<file path="src/rtl/motor_sim_map.svh">
// register map, field positions and timing constants of the simulated event compare block
`ifndef MOTOR_SIM_MAP_SVH
`define MOTOR_SIM_MAP_SVH
// register addresses
`define ADDR_DEMAG 4'h0
`define ADDR_ZERO 4'h1
`define ADDR_COMM 4'h2
`define ADDR_CTRL_B 4'h3
`define ADDR_CTRL_C 4'h4
`define ADDR_PRESC 4'h5
`define ADDR_TIMER 4'h6
`define ADDR_STATUS 4'h7
// field positions
`define CTRL_B_SDM 0
`define CTRL_C_SZ 0
`define CTRL_C_SC 1
`define CTRL_C_SWA 2
`define STAT_RPI 0
`define STAT_RMI 1
`define STAT_PH_LO 2
`define STAT_PH_HI 4
// channel indices
`define CH_DEMAG 0
`define CH_ZERO 1
`define CH_COMM 2
`define HW_ARMS 3'h4
// reset values and timer landmarks
`define REG_RST 8'h00
`define RATIO_RST 4'h0
`define TIMER_MAX 8'hFF
`define TIMER_MEDIAN 8'h80
`define TIMER_DEC_THRESH 8'h55
`define RATIO_MAX 4'hF
`define RATIO_MIN 4'h0
// timer tick at code zero, in ns, and the clock period in ns
`define TICK_NS 500
`define CLK_NS 20
`define TICK_CYCLES ((`TICK_NS) / (`CLK_NS))
// range of tick lengths that the 24-bit divider can serve at every ratio code
`define TICK_CYCLES_MIN 1
`define TICK_CYCLES_MAX 511
`endif

</file>
<file path="src/rtl/motor_sim_pkg.sv">
// types shared by the simulated event compare block
package motor_sim_pkg;
  // expected next event of the electrical step
  typedef enum logic [2:0] {
    PH_WAIT_C = 3'b001,
    PH_WAIT_D = 3'b010,
    PH_WAIT_Z = 3'b100
  } phase_e;
endpackage : motor_sim_pkg

</file>
<file path="src/rtl/sim_compare_channel.sv">
// one capture/compare register with its arm flag and late-target protection
`timescale 1ns/1ps
`include "motor_sim_map.svh"
module sim_compare_channel #(
  parameter bit HW_ARMS = 1'b0
) (
  // clock and reset
  input wire logic mclk,
  input wire logic arst_n,
  // control
  input wire logic enable,
  input wire logic sw_wr,
  input wire logic hw_ld,
  input wire logic disarm,
  input wire logic shr,
  input wire logic shl,
  // data
  input wire logic [7:0] sw_data,
  input wire logic [7:0] hw_data,
  input wire logic [7:0] timer,
  // state
  output logic [7:0] value,
  output logic armed,
  output logic fire
);
  logic fire_now;
  logic arm_now;

  // a late target fires at once because <= is used, not == (see)
  assign arm_now = sw_wr | (hw_ld & HW_ARMS);
  // a disarm in the same cycle wins, so a stale commutation target never fires as simulated commutation is switched on
  assign fire_now = armed & enable & (value <= timer)
    & ~sw_wr & ~hw_ld & ~disarm; // see

  // arm on a software write or, with HW_ARMS, a hardware load; disarm on the single firing or when a hardware event takes the step (see)
  always_ff @(posedge mclk or negedge arst_n) begin
    if (!arst_n) begin
      armed <= 1'b0;
    end else if (arm_now) begin
      armed <= 1'b1;
    end else if (disarm | fire_now | hw_ld) begin
      armed <= 1'b0;
    end
  end

  // event pulse, one cycle
  always_ff @(posedge mclk or negedge arst_n) begin
    if (!arst_n) begin
      fire <= 1'b0;
    end else begin
      fire <= fire_now;
    end
  end

  // value: load, overwrite with the timer on firing, follow prescaler rescaling
  always_ff @(posedge mclk or negedge arst_n) begin
    if (!arst_n) begin
      value <= `REG_RST;
    end else if (sw_wr) begin
      value <= sw_data;
    end else if (hw_ld) begin
      value <= hw_data;
    end else if (fire_now) begin
      value <= timer;
    end else if (shr) begin
      value <= {1'b0, value[7:1]};
    end else if (shl) begin
      value <= value[7] ? `TIMER_MAX : {value[6:0], 1'b0};
    end
  end
endmodule : sim_compare_channel

</file>
<file path="src/rtl/step_timer_unit.sv">
// step timer with the auto-switched step ratio prescaler
`timescale 1ns/1ps
`include "motor_sim_map.svh"
module step_timer_unit #(
  parameter int TICK_CYCLES = `TICK_CYCLES
) (
  // clock and reset
  input wire logic mclk,
  input wire logic arst_n,
  // control
  input wire logic auto_sw,
  input wire logic zero_evt,
  input wire logic presc_wr,
  input wire logic [3:0] presc_data,
  // state
  output logic [7:0] timer,
  output logic [3:0] ratio,
  output logic shr,
  output logic shl
);
  logic [23:0] cnt;
  logic [23:0] lim;
  logic tick;
  logic up_ok;

  // refuse tick lengths that the divider cannot count at the top ratio code
  if (TICK_CYCLES < `TICK_CYCLES_MIN || TICK_CYCLES > `TICK_CYCLES_MAX) begin : g_bad_tick
    $error("TICK_CYCLES out of range");
  end

  // each ratio step doubles the tick period (see)
  assign lim = 24'(TICK_CYCLES) << ratio;
  assign tick = (cnt == lim - 24'h000001);
  assign up_ok = auto_sw & (ratio != `RATIO_MAX);
  assign shr = tick & (timer == `TIMER_MAX) & up_ok;
  assign shl = zero_evt & auto_sw & (timer < `TIMER_DEC_THRESH)
    & (ratio != `RATIO_MIN);

  // tick divider, restarted with the timer
  always_ff @(posedge mclk or negedge arst_n) begin
    if (!arst_n) begin
      cnt <= 24'h000000;
    end else if (zero_evt | tick) begin
      cnt <= 24'h000000;
    end else begin
      cnt <= cnt + 24'h000001;
    end
  end

  // timer: zero crossing resets it, overflow restarts at the median or wraps
  always_ff @(posedge mclk or negedge arst_n) begin
    if (!arst_n) begin
      timer <= `REG_RST;
    end else if (zero_evt) begin
      timer <= `REG_RST;
    end else if (tick) begin
      if (timer == `TIMER_MAX) begin
        timer <= up_ok ? `TIMER_MEDIAN : `REG_RST;
      end else begin
        timer <= timer + 8'h01;
      end
    end
  end

  // ratio moves by itself only in auto-switched mode (see)
  always_ff @(posedge mclk or negedge arst_n) begin
    if (!arst_n) begin
      ratio <= `RATIO_RST;
    end else if (presc_wr) begin
      ratio <= presc_data;
    end else if (shr) begin
      ratio <= ratio + 4'h1;
    end else if (shl) begin
      ratio <= ratio - 4'h1;
    end
  end
endmodule : step_timer_unit

</file>
<file path="src/rtl/motor_sim_event_compare.sv">
// simulated demag, zero-crossing and commutation event compare with built-in checks
//
// Behaviour
// compare registers are software writable; reaching them raises the matching event
// each simulated event type has its own enable bit
// a target at or below the timer fires at once and takes the timer value
// hardware commutation expects commutation, then demag, then zero crossing
// software writes the demag target after the preceding commutation
// software writes the zero-crossing target after the preceding demag
// simulated commutation ignores the multiplier and drops the fixed order
// with simulated commutation, commutations may follow without demag between
// demag and zero crossing still act; zero crossing resets the timer
// software keeps demag ahead of zero crossing in simulated commutation
// after enabling simulated commutation, only a commutation write re-arms it
// software should write the commutation target in the zero-crossing handler
// two different simulated event types may occur in one step
// multiplier results are ignored after zero crossings once simulated commutation is on
// auto-switched mode moves the four-bit ratio field by itself
// each ratio code doubles the timer tick period
// software never writes zero as the simulated commutation target
// overflow in auto mode: ratio up, halve values, plus flag, restart at median
// fast zero crossing in auto mode: ratio down, double values, minus flag
// each armed compare is checked every clock and fires once per arming
`timescale 1ns/1ps
`include "motor_sim_map.svh"
module motor_sim_event_compare #(
  parameter int TICK_CYCLES = `TICK_CYCLES
) (
  // clock and reset
  input wire logic mclk,
  input wire logic arst_n,
  // register port
  input wire logic [3:0] reg_addr,
  input wire logic [7:0] reg_wdata,
  input wire logic reg_wr,
  input wire logic reg_rd,
  output logic [7:0] reg_rdata,
  // hardware events and multiplier result
  input wire logic hw_demag,
  input wire logic hw_zero,
  input wire logic mult_load,
  input wire logic [7:0] mult_value,
  // event outputs
  output logic evt_comm,
  output logic evt_demag,
  output logic evt_zero,
  // timer state for the rest of the controller
  output logic [7:0] step_timer,
  output logic [3:0] step_ratio_field
);

  ////////////////////////////////////////////////////////////////////////////
  // control registers and flags

  logic sim_demag_enable;
  logic sim_commutation_enable;
  logic sim_zero_cross_enable;
  logic auto_switch_select;
  logic sc_prev;
  logic ratio_plus_flag;
  logic ratio_minus_flag;
  motor_sim_pkg::phase_e phase;

  // decoded strobes
  logic wr_demag;
  logic wr_zero;
  logic wr_comm;
  logic wr_b;
  logic wr_c;
  logic wr_presc;
  logic wr_stat;
  logic sc_rise;

  // event terms
  logic ev_c;
  logic ev_d;
  logic ev_z;
  logic hw_d_ok;
  logic hw_z_ok;
  logic hw_c_ok;
  logic shr;
  logic shl;

  // channel vectors
  logic [2:0] ch_en;
  logic [2:0] ch_wr;
  logic [2:0] ch_hw;
  logic [2:0] ch_dis;
  logic [2:0] ch_armed;
  logic [2:0] ch_fire;
  logic [7:0] ch_hwdata [3];
  logic [7:0] ch_val [3];

  ////////////////////////////////////////////////////////////////////////////
  // address decode

  assign wr_demag = reg_wr & (reg_addr == `ADDR_DEMAG);
  assign wr_zero = reg_wr & (reg_addr == `ADDR_ZERO);
  // the commutation target belongs to software only in simulated mode
  assign wr_comm = reg_wr & (reg_addr == `ADDR_COMM) & sim_commutation_enable;
  assign wr_b = reg_wr & (reg_addr == `ADDR_CTRL_B);
  assign wr_c = reg_wr & (reg_addr == `ADDR_CTRL_C);
  // ratio is read-only while auto switching runs
  assign wr_presc = reg_wr & (reg_addr == `ADDR_PRESC) & ~auto_switch_select;
  assign wr_stat = reg_wr & (reg_addr == `ADDR_STATUS);

  // control register b
  always_ff @(posedge mclk or negedge arst_n) begin
    if (!arst_n) begin
      sim_demag_enable <= 1'b0;
    end else if (wr_b) begin
      sim_demag_enable <= reg_wdata[`CTRL_B_SDM];
    end
  end

  // control register c
  always_ff @(posedge mclk or negedge arst_n) begin
    if (!arst_n) begin
      sim_zero_cross_enable <= 1'b0;
      sim_commutation_enable <= 1'b0;
      auto_switch_select <= 1'b0;
    end else if (wr_c) begin
      sim_zero_cross_enable <= reg_wdata[`CTRL_C_SZ];
      sim_commutation_enable <= reg_wdata[`CTRL_C_SC];
      auto_switch_select <= reg_wdata[`CTRL_C_SWA];
    end
  end

  // edge of the simulated commutation enable
  always_ff @(posedge mclk or negedge arst_n) begin
    if (!arst_n) begin
      sc_prev <= 1'b0;
    end else begin
      sc_prev <= sim_commutation_enable;
    end
  end

  // setting the bit drops any pending commutation comparison until software writes again
  assign sc_rise = sim_commutation_enable & ~sc_prev;

  ////////////////////////////////////////////////////////////////////////////
  // event sequencing

  // hardware events count only where the sequence expects them
  assign hw_d_ok = hw_demag & (phase == motor_sim_pkg::PH_WAIT_D) & ~sim_demag_enable;
  assign hw_z_ok = hw_zero & (phase == motor_sim_pkg::PH_WAIT_Z) & ~sim_zero_cross_enable;
  // multiplier result is disregarded in simulated commutation mode
  assign hw_c_ok = mult_load & ~sim_commutation_enable; // see

  // each event type has its own channel, so two may share one step (see)
  assign ev_c = ch_fire[`CH_COMM];
  assign ev_d = ch_fire[`CH_DEMAG] | hw_d_ok;
  assign ev_z = ch_fire[`CH_ZERO] | hw_z_ok;

  // channel enables: demag and zero checked at their place in the order
  always_comb begin
    ch_en[`CH_DEMAG] = sim_demag_enable & (phase == motor_sim_pkg::PH_WAIT_D);
    ch_en[`CH_ZERO] = sim_zero_cross_enable & (phase == motor_sim_pkg::PH_WAIT_Z);
    // simulated commutation may fire in any phase (see)
    ch_en[`CH_COMM] = sim_commutation_enable | (phase == motor_sim_pkg::PH_WAIT_C);
  end

  // channel loads: software writes, multiplier result, captures of hardware events
  always_comb begin
    ch_wr[`CH_DEMAG] = wr_demag;
    ch_wr[`CH_ZERO] = wr_zero;
    ch_wr[`CH_COMM] = wr_comm;
    ch_hw[`CH_DEMAG] = hw_d_ok;
    ch_hw[`CH_ZERO] = hw_z_ok;
    ch_hw[`CH_COMM] = hw_c_ok;
    ch_hwdata[`CH_DEMAG] = step_timer;
    ch_hwdata[`CH_ZERO] = step_timer;
    ch_hwdata[`CH_COMM] = mult_value;
    ch_dis = 3'h0;
    ch_dis[`CH_COMM] = sc_rise;
  end

  // phase: C then D then Z; simulated commutation restarts D from anywhere
  always_ff @(posedge mclk or negedge arst_n) begin
    if (!arst_n) begin
      phase <= motor_sim_pkg::PH_WAIT_C;
    end else begin
      case (phase)
        motor_sim_pkg::PH_WAIT_C: begin
          if (ev_c) begin
            phase <= motor_sim_pkg::PH_WAIT_D;
          end
        end
        motor_sim_pkg::PH_WAIT_D: begin
          if (ev_c) begin
            phase <= motor_sim_pkg::PH_WAIT_D;
          end else if (ev_d) begin
            phase <= motor_sim_pkg::PH_WAIT_Z;
          end
        end
        motor_sim_pkg::PH_WAIT_Z: begin
          if (ev_c) begin
            phase <= motor_sim_pkg::PH_WAIT_D;
          end else if (ev_z) begin
            phase <= motor_sim_pkg::PH_WAIT_C;
          end
        end
        default: begin
          phase <= motor_sim_pkg::PH_WAIT_C;
        end
      endcase
    end
  end

  // registered event pulses for the rest of the controller
  always_ff @(posedge mclk or negedge arst_n) begin
    if (!arst_n) begin
      evt_comm <= 1'b0;
      evt_demag <= 1'b0;
      evt_zero <= 1'b0;
    end else begin
      evt_comm <= ev_c;
      evt_demag <= ev_d;
      evt_zero <= ev_z;
    end
  end

  ////////////////////////////////////////////////////////////////////////////
  // compare channels and step timer

  // one channel per compare register, evaluated every clock (see)
  for (genvar i = 0; i < 3; i++) begin : g_ch
    sim_compare_channel #(
      .HW_ARMS(1'(`HW_ARMS >> i))
    ) u_ch (
      .mclk(mclk),
      .arst_n(arst_n),
      .enable(ch_en[i]),
      .sw_wr(ch_wr[i]),
      .hw_ld(ch_hw[i]),
      .disarm(ch_dis[i]),
      .shr(shr),
      .shl(shl),
      .sw_data(reg_wdata),
      .hw_data(ch_hwdata[i]),
      .timer(step_timer),
      .value(ch_val[i]),
      .armed(ch_armed[i]),
      .fire(ch_fire[i])
    );
  end

  // zero crossing of any origin resets the timer (see)
  step_timer_unit #(
    .TICK_CYCLES(TICK_CYCLES)
  ) u_timer (
    .mclk(mclk),
    .arst_n(arst_n),
    .auto_sw(auto_switch_select),
    .zero_evt(ev_z),
    .presc_wr(wr_presc),
    .presc_data(reg_wdata[3:0]),
    .timer(step_timer),
    .ratio(step_ratio_field),
    .shr(shr),
    .shl(shl)
  );

  ////////////////////////////////////////////////////////////////////////////
  // ratio flags and read port

  // sticky ratio flags, write one to clear; a new set beats the clear
  always_ff @(posedge mclk or negedge arst_n) begin
    if (!arst_n) begin
      ratio_plus_flag <= 1'b0;
      ratio_minus_flag <= 1'b0;
    end else begin
      ratio_plus_flag <= shr | (ratio_plus_flag & ~(wr_stat & reg_wdata[`STAT_RPI]));
      ratio_minus_flag <= shl | (ratio_minus_flag & ~(wr_stat & reg_wdata[`STAT_RMI]));
    end
  end

  // read data stands only in the cycle after the strobe
  always_ff @(posedge mclk or negedge arst_n) begin
    if (!arst_n) begin
      reg_rdata <= `REG_RST;
    end else if (!reg_rd) begin
      reg_rdata <= `REG_RST;
    end else begin
      case (reg_addr)
        `ADDR_DEMAG: reg_rdata <= ch_val[`CH_DEMAG];
        `ADDR_ZERO: reg_rdata <= ch_val[`CH_ZERO];
        `ADDR_COMM: reg_rdata <= ch_val[`CH_COMM];
        `ADDR_CTRL_B: begin
          reg_rdata <= `REG_RST;
          reg_rdata[`CTRL_B_SDM] <= sim_demag_enable;
        end
        `ADDR_CTRL_C: begin
          reg_rdata <= `REG_RST;
          reg_rdata[`CTRL_C_SZ] <= sim_zero_cross_enable;
          reg_rdata[`CTRL_C_SC] <= sim_commutation_enable;
          reg_rdata[`CTRL_C_SWA] <= auto_switch_select;
        end
        `ADDR_PRESC: reg_rdata <= {4'h0, step_ratio_field};
        `ADDR_TIMER: reg_rdata <= step_timer;
        `ADDR_STATUS: begin
          reg_rdata <= `REG_RST;
          reg_rdata[`STAT_RPI] <= ratio_plus_flag;
          reg_rdata[`STAT_RMI] <= ratio_minus_flag;
          reg_rdata[`STAT_PH_HI:`STAT_PH_LO] <= phase;
        end
        default: reg_rdata <= `REG_RST;
      endcase
    end
  end
endmodule : motor_sim_event_compare

</file>
<file path="config.mk">
export PLATFORM = sky130hd
export DESIGN_NAME = motor_sim_event_compare
export DESIGN_NICKNAME = d
export VERILOG_FILES = /design/src/rtl/motor_sim_pkg.sv /design/src/rtl/sim_compare_channel.sv /design/src/rtl/step_timer_unit.sv /design/src/rtl/motor_sim_event_compare.sv
export VERILOG_INCLUDE_DIRS = /design/src /design/src/rtl
export SDC_FILE = /design/constraint.sdc
export NUM_CORES = 1
export LEC_CHECK = 0
export ABC_AREA = 1
export BUFFER_PORTS_ARGS = -buffer_cell sky130_fd_sc_hd__buf_2
export CORE_MARGIN = 2
export CORE_UTILIZATION = 35
export CTS_CLUSTER_SIZE = 40
export DETAILED_ROUTE_END_ITERATION = 10
export PLACE_DENSITY = 0.65
export SYNTH_ARGS = -nofsm -noshare
export SYNTH_HDL_FRONTEND = slang
export SYNTH_SLANG_ARGS = --single-unit
</file>
<file path="constraint.sdc">
create_clock -name mclk -period 3.8 [get_ports mclk]
set_input_delay 0.95 -clock mclk [delete_from_list [all_inputs] [get_ports mclk]]
set_output_delay 0.95 -clock mclk [all_outputs]
set_load 0.05 [all_outputs]
</file>
==> flow_summary.toml, run 1 <==
[placement]
globalplace.congestion = 0.960
hpwl_um = 17500
port_buffers = 49
dpl.cell_count = 1425

[drt]
dr.first_iter.drc_count = 621
wl_um = 23100
drc = 0
post_drt_wl_per_cell_um = 15.9
num_vias = 7518
vias_per_cell = 5.18
ant_nets = 0
first_pass_iters = 5

[run_status]
status = "finished, final reports clean"

[floorplan]
start_util_pct = 35.6
dieArea_um2 = 21700
ios = 50
die_y_um = 147
core_um2 = 20200
die_w_um = 147
placementRows = 52

[global_routing]
grtUsageTotal_pct = 21.5
grt_pass1_vias = 7277
grt_pass1_wl_um = 37000
grt_use_met3_pct = 3.11
met1_usage_pct = 27.4
antenna_found_initial = 0
grt_overflow = 0
grt_max_degree = 61
grt.busiest_layer = "met2"
grt_util_met2_pct = 36.0

[layout]
areaGrowthSynthToFinish_pct = 16.8
diodes = 0
nFillCells = 2187
final_util_pct = 41.6
drive_above_1_share_pct = 15.2
num-nets-final = 1239
final_cells = 1452

[sta]
tns_ps = 0
fin_crit_ps = 3540
relSlewSlack_pct = 43.9
skew_ps = 10.4
hold_violations = 0
max_freq_mhz = 282
setup_violations = 0
period_share_pct = 93.3
slew_violations = 0
max_slew.worst_pin.slew_ps = 842

[clocking]
root_buffer = "clkbuf_16"
clkTransAtPathRegs_ps = 70
cts_hold_buffers = 0
cts_tree = "yes"
clockBufferDepth = 2
htreeDepth = 3
clock-sinks = 87
clock_latency_ps = 360
cts_buffers = 9

[logic_synthesis]
ys_ff_latch = 87
async_reset_ff_share_pct = 100
ys_types = 48
yosysMostFrequentCell = "nand2_1"
synth_area_per_cell_um2 = 6.55
synth_top_area_share_pct = 29.9
yosysWarningCount = 0
yosysSeqAreaShare_pct = 30.3
syn_inst = 1097
synth_area_um2 = 7190
synthFlopType = "dfrtp_1"
synth_edf_count = 0
syn-num-nets = 1159
yosys.area.top_type = "dfrtp_1"
synthTopCellsByArea = "dfrtp_1 (30%), nand2_1 (16%), inv_1 (8.1%)"
ys_top_cells_by_count = "nand2_1 (312), inv_1 (155), nor2_1 (97)"

[setup_path]
path_class = "flip-flop to flip-flop"
critPathSlowestCell = "dfrtp_4"
worst-path-max-fanout = 4
crit_top_cell = "nand2_1"
required_ps = 4020
endpoint_kind = "flip-flop"
arrival_ps = 3770
cpPeakStageDelay_ps = 500
critPathLaunchType = "flip-flop"
path_cells = "inv_6, ha_4, nand2_4, ha_4, xor2_2, nand2_1, nor2_4, o21ai_1, nor2_1, nand3_1, nor2_1, nand2_1, nor2_1, nand4_1, nor2_2, nand2_2, ha_4, a21oi_2, nand2_1, xor2_1, xnor2_1, nand2_1, o211ai_1"

[job]
cap_violations = 0

[pwr]
power.density_nw_per_um2 = 916
leakage_nw = 4.34
peakVddDrop_mv = 0.400

[hold_path]
worstHoldPathType = "flip-flop to flip-flop"
[placed cells by master, fill, tap and decap left out, drive strengths merged, types with 6 or more instances in the layout]
master / synthesis / layout
nand2: 325 / 325
inv: 167 / 167
nor2: 112 / 112
nand3: 92 / 92
dfrtp: 86 / 86
buf: 11 / 84
o21ai: 71 / 71
a21oi: 48 / 48
ha: 34 / 34
nand4: 28 / 28
nor3: 25 / 25
xor2: 18 / 18
o22ai: 14 / 14
clkinv: 12 / 14
clkbuf: 4 / 12
o211ai: 8 / 8
nor4: 6 / 6
or2: 6 / 6
[final timing paths]
path,startpoint,to,slack [ps],depth (start not counted)
max reg2reg,u_timer.ratio[1]$_DFFE_PN0P_,u_timer.ratio[3]$_DFFE_PN0P_,260,23
min reg2reg,sim_commutation_enable$_DFFE_PN0P_,sc_prev$_DFF_PN0_,410,0
min,sim_commutation_enable$_DFFE_PN0P_,sc_prev$_DFF_PN0_,410,0
max in group asynchronous,arst_n,phase[0]$_DFFE_PN1P_,2410,2
max,u_timer.ratio[1]$_DFFE_PN0P_,u_timer.ratio[3]$_DFFE_PN0P_,260,23
min in group asynchronous,arst_n,g_ch[1].u_ch.value[6]$_DFFE_PN0P_,670,1
[state kept, by name, indices dropped and copies added (netlist names), 3 cells and up]
signal and count:
g_ch.u_ch.fire 3, u_timer.cnt 24, g_ch.u_ch.value 24, phase 3, u_timer.ratio 4, g_ch.u_ch.armed 3, reg_rdata 8, u_timer.timer 8
[critical path, delay by kind of cell (launching register included)]
family                     cells  cell delay, ps
DFF                            1             500
xor gates and xnor gates       3             400
AOI/OAI and AO/OA              3             260
adders and majority gates      3             710
buffers and inverters          1              80
and+or+nand+nor               13            1460
[through the flow]
step                hold WS, ps  total power [W]  cell area [um2]  setup WS, ps
floorplan                   369          0.00517             7190          11.6
global placement            398          0.00629             7870           110
detailed placement          382          0.00637             7870          26.0
CTS                         409          0.00731             8170          37.2
global route                417          0.00844             8400         -69.3
finish                      407          0.00769             8400           255
[cell type report]
cell class | instances | area (um2) | area share [%]
Inverter | 180 | 697 | 8.30
Timing Repair Buffer | 84 | 527 | 6.27
Multi-Input combinational cell | 815 | 4360 | 51.9
Sequential cell | 87 | 2180 | 26.0
Tap cell | 270 | 338 | 4.02
Clock inverter | 4 | 47.5 | 0.566
Clock buffer | 12 | 246 | 2.94
[what timing repair did]
item / in CTS / in global routing
setup endpoints to repair: 1 / 3
setup buffers: 0 / 11
gates resized for setup: 1 / 35
pin swaps: 0 / 15
hold endpoints to repair: 0 / 0
[power breakdown]
part           switching [W]  internal [W]
Sequential          0.000481       0.00129
Combinational        0.00327       0.00174
Clock               0.000381      0.000526
Total                0.00413       0.00356
[kinds of logic (layout without fill, tap and decap cells)]
kind of cell	after synthesis	count (layout)	synth area share (%)
XOR/XNOR	21	21	2.66
buffers and inverters	195	280	11.0
AO/OA/AOI/OAI	160	160	12.5
AND/OR/NAND/NOR	599	599	37.4
adder cells (fa/ha/maj)	35	35	6.20
flip-flops	87	87	30.3
[layer usage]
metal	part of all wire, %	wire length [um]
met5	0	0
met4	3.8	886
met3	5.6	1280
met2	48	11100
met1	43	9820
(Power assumes the default switching activity.)
==> inputs of run 2 (changes only) <==
Settings changed: CTS_CLUSTER_SIZE 40 to 30, GPL_TIMING_DRIVEN set to 0, SYNTH_HIERARCHICAL set to 1.
==> flow_summary.toml, run 2 <==
[run_status]
status = "finished, final reports clean"

[logic_synthesis]
yosysSeqAreaShare_pct = 29.1
synth_area_per_cell_um2 = 6.70
synth_edf_count = 0
syn_inst = 1116
synthTopCellsByArea = "dfrtp_1 (29%), nand2_1 (16%), nand3_1 (7.2%)"
yosysWarningCount = 6
ys_top_cells_by_count = "nand2_1 (322), inv_1 (132), nor2_1 (121)"
synthFlopType = "dfrtp_1"
ys_types = 49
synth_area_um2 = 7470
async_reset_ff_share_pct = 100
yosysMostFrequentCell = "nand2_1"
yosys.area.top_type = "dfrtp_1"
ys_ff_latch = 87
synth_top_area_share_pct = 28.8

[floorplan]
core_um2 = 21000
dieArea_um2 = 22500
die_y_um = 150
start_util_pct = 35.6
die_w_um = 150
placementRows = 53
ios = 50

[setup_path]
reg2reg_slack_ps = 150
crit_top_cell = "nand2_1"
reg2reg_to = "u_timer/ratio[3]$_DFFE_PN0P_"
arrival_ps = 3890
required_ps = 4050
reg2reg_from = "u_timer/ratio[1]$_DFFE_PN0P_"
path_class = "flip-flop to flip-flop"
endpoint_kind = "flip-flop"
cpPeakStageDelay_ps = 410
critPathSlowestCell = "dfrtp_2"
critPathLaunchType = "flip-flop"
path_buf_inv = 1
worst-path-max-fanout = 7
crit_family = "simple AND/OR/NAND/NOR gates"
reg2reg_depth = 23
path_cells = "inv_2, ha_2, nand2_2, ha_1, xor2_1, nand3_1, a21oi_2, nand2_1, nor2_1, nand2_1, nor2_2, nand3_1, nor2_2, nand3_4, ha_4, a21oi_1, nand2_1, xor2_1, o21ai_0, nand2_1, nand2_1, nand2_1, nand2_1"

[sta]
max_slew.worst_pin.slew_ps = 1190
setup_violations = 0
slew_violations = 0
hold_ws_ps = 451
hold_violations = 0
fin_crit_ps = 3650
relSlewSlack_pct = 19.6
skew_ps = 11.0
max_freq_mhz = 274
period_share_pct = 95.9

[placement]
hpwl_um = 16800
globalplace.congestion = 0.893
port_buffers = 49
dpl.cell_count = 1442

[drt]
post_drt_wl_per_cell_um = 14.9
wl_um = 21900
ant_nets = 0
num_vias = 7441
first_pass_iters = 5
dr.first_iter.drc_count = 534
vias_per_cell = 5.08
drc = 0

[clocking]
root_buffer = "clkbuf_16"
clock_latency_ps = 350
clkTransAtPathRegs_ps = 70
cts_hold_buffers = 0
cts_tree = "yes"
clockBufferDepth = 2
htreeDepth = 3
cts_buffers = 9
clock-sinks = 87

[layout]
num-nets-final = 1248
final_cells = 1466
final_common_cell = "nand2_1"
diodes = 0
layout_common_cells = "nand2_1 (319), inv_1 (129), nor2_1 (116)"
drive_above_1_share_pct = 16.5
areaGrowthSynthToFinish_pct = 14.3
largestRegisters = "g_ch.u_ch/value (24), u_timer/cnt (24)"

[hold_path]
worstHoldPathCells = 0
hold-path-endpoint = "evt_comm$_DFF_PN0_"
worstHoldPathType = "flip-flop to flip-flop"
holdCritStartpoint = "g_ch[2].u_ch/fire$_DFF_PN0_"

[pwr]
leakage_nw = 4.22
peakVddDrop_mv = 0.277
power_frac_clock_pct = 14.4
p_comb_share_pct = 60.1
p_int_w = 0.00294
power.density_nw_per_um2 = 714
p_sw_share_pct = 51.7
pwr-share-seq_pct = 25.6
power_switching_w = 0.00315

[global_routing]
grtUsageTotal_pct = 19.8
grt_overflow = 0
antenna_found_initial = 0
grt_pass1_wl_um = 35200
grt_pass1_vias = 6940
grt_max_degree = 48

[job]
cap_violations = 0
==> run 2: per-stage QoR <==
step	utilization [%]	power, W	setup TNS [ps]	setup WS (ps)	area (um2)
3_3_place_gp	38.4	0.00498	-14000	-593	8070
5_1_grt	40.6	0.00666	-33.1	-28.9	8540
3_5_place_dp	38.5	0.00503	-12930	-556	8100
6_report	40.6	0.00609	0	155	8540
4_1_cts	40.1	0.00598	0	53.1	8440
2_1_floorplan	-	0.00417	0	13.0	7480
==> run 2: final cells by class <==
type	count	area [um2]
repair inverters	1	7.51
plain buffers	24	201
clock buffers	11	253
flip-flops and latches	87	2180
clock inverters	5	40.0
fillers	2234	12500
multi-input cells	855	4600
inverters	151	574
well taps	275	344
repair buffers	57	340
==> run 2: worst max path at each step <==
stage | startpoint | endpoint | slack (ps) | cells past startpoint
after floorplan | u_timer/ratio[1]$_DFFE_PN0P_ | u_timer/ratio[3]$_DFFE_PN0P_ | 10 | 25
after global placement | u_timer/ratio[1]$_DFFE_PN0P_ | g_ch[1].u_ch/value[0]$_DFFE_PN0P_ | -590 | 23
after detailed placement | u_timer/ratio[1]$_DFFE_PN0P_ | g_ch[0].u_ch/value[0]$_DFFE_PN0P_ | -560 | 23
after CTS | u_timer/ratio[2]$_DFFE_PN0P_ | g_ch[0].u_ch/value[0]$_DFFE_PN0P_ | 50 | 20
after global routing | u_timer/ratio[1]$_DFFE_PN0P_ | u_timer/ratio[3]$_DFFE_PN0P_ | -30 | 23
final | u_timer/ratio[1]$_DFFE_PN0P_ | u_timer/ratio[3]$_DFFE_PN0P_ | 150 | 23
==> run 2: power by group through the flow <==
stage / Sequential, W / Clock [W] / Combinational, W
global route: 0.00159 / 0.000932 / 0.00413
floorplan: 0.00155 / 0 / 0.00262
global placement: 0.00160 / 0 / 0.00338
finish: 0.00156 / 0.000876 / 0.00366
CTS: 0.00155 / 0.000901 / 0.00353
detailed placement: 0.00159 / 0 / 0.00344
==> run 2: logic make-up (layout without fill, tap and decap cells) <==
| group | after synthesis | count (layout) | synth area share, % |
|---|---|---|---|
| XOR/XNOR | 26 | 26 | 3.05 |
| multiplexers | 1 | 1 | 0.151 |
| flip-flops | 87 | 87 | 29.1 |
| adder cells (fa/ha/maj) | 35 | 35 | 5.96 |
| AO/OA/AOI/OAI | 116 | 116 | 8.56 |
| buffers and inverters | 175 | 249 | 10.3 |
| AND/OR/NAND/NOR | 675 | 675 | 42.8 |
| other | 1 | 2 | 0.0502 |
==> run 2: worst reg2reg max path, delay by kind of cell, from the launching register on <==
| kind | cells | cell delay, ps |
|---|---|---|
| XOR/XNOR | 2 | 350 |
| buffers and inverters | 1 | 120 |
| AO/OA/AOI/OAI | 3 | 410 |
| AND/OR/NAND/NOR | 14 | 1420 |
| flip-flops | 1 | 410 |
| adder cells (fa/ha/maj) | 3 | 830 |
==> run 2: repair_timing <==
item,CTS,global route
pin swaps,0,2
gates cloned,0,1
buffers inserted,2,5
resized for setup,10,14
endpoints found under the setup margin,27,26
hold endpoints to repair,0,0
==> run 2: routing by layer <==
layer | wire length [um] | GRT usage, % | vias to the layer above
li1 | - | - | 3777
met1 | 10300 | 27.5 | 3422
met2 | 9840 | 31.9 | 212
met3 | 1260 | 2.55 | 30
met4 | 439 | 6.27 | 0
met5 | 0 | 0 | -
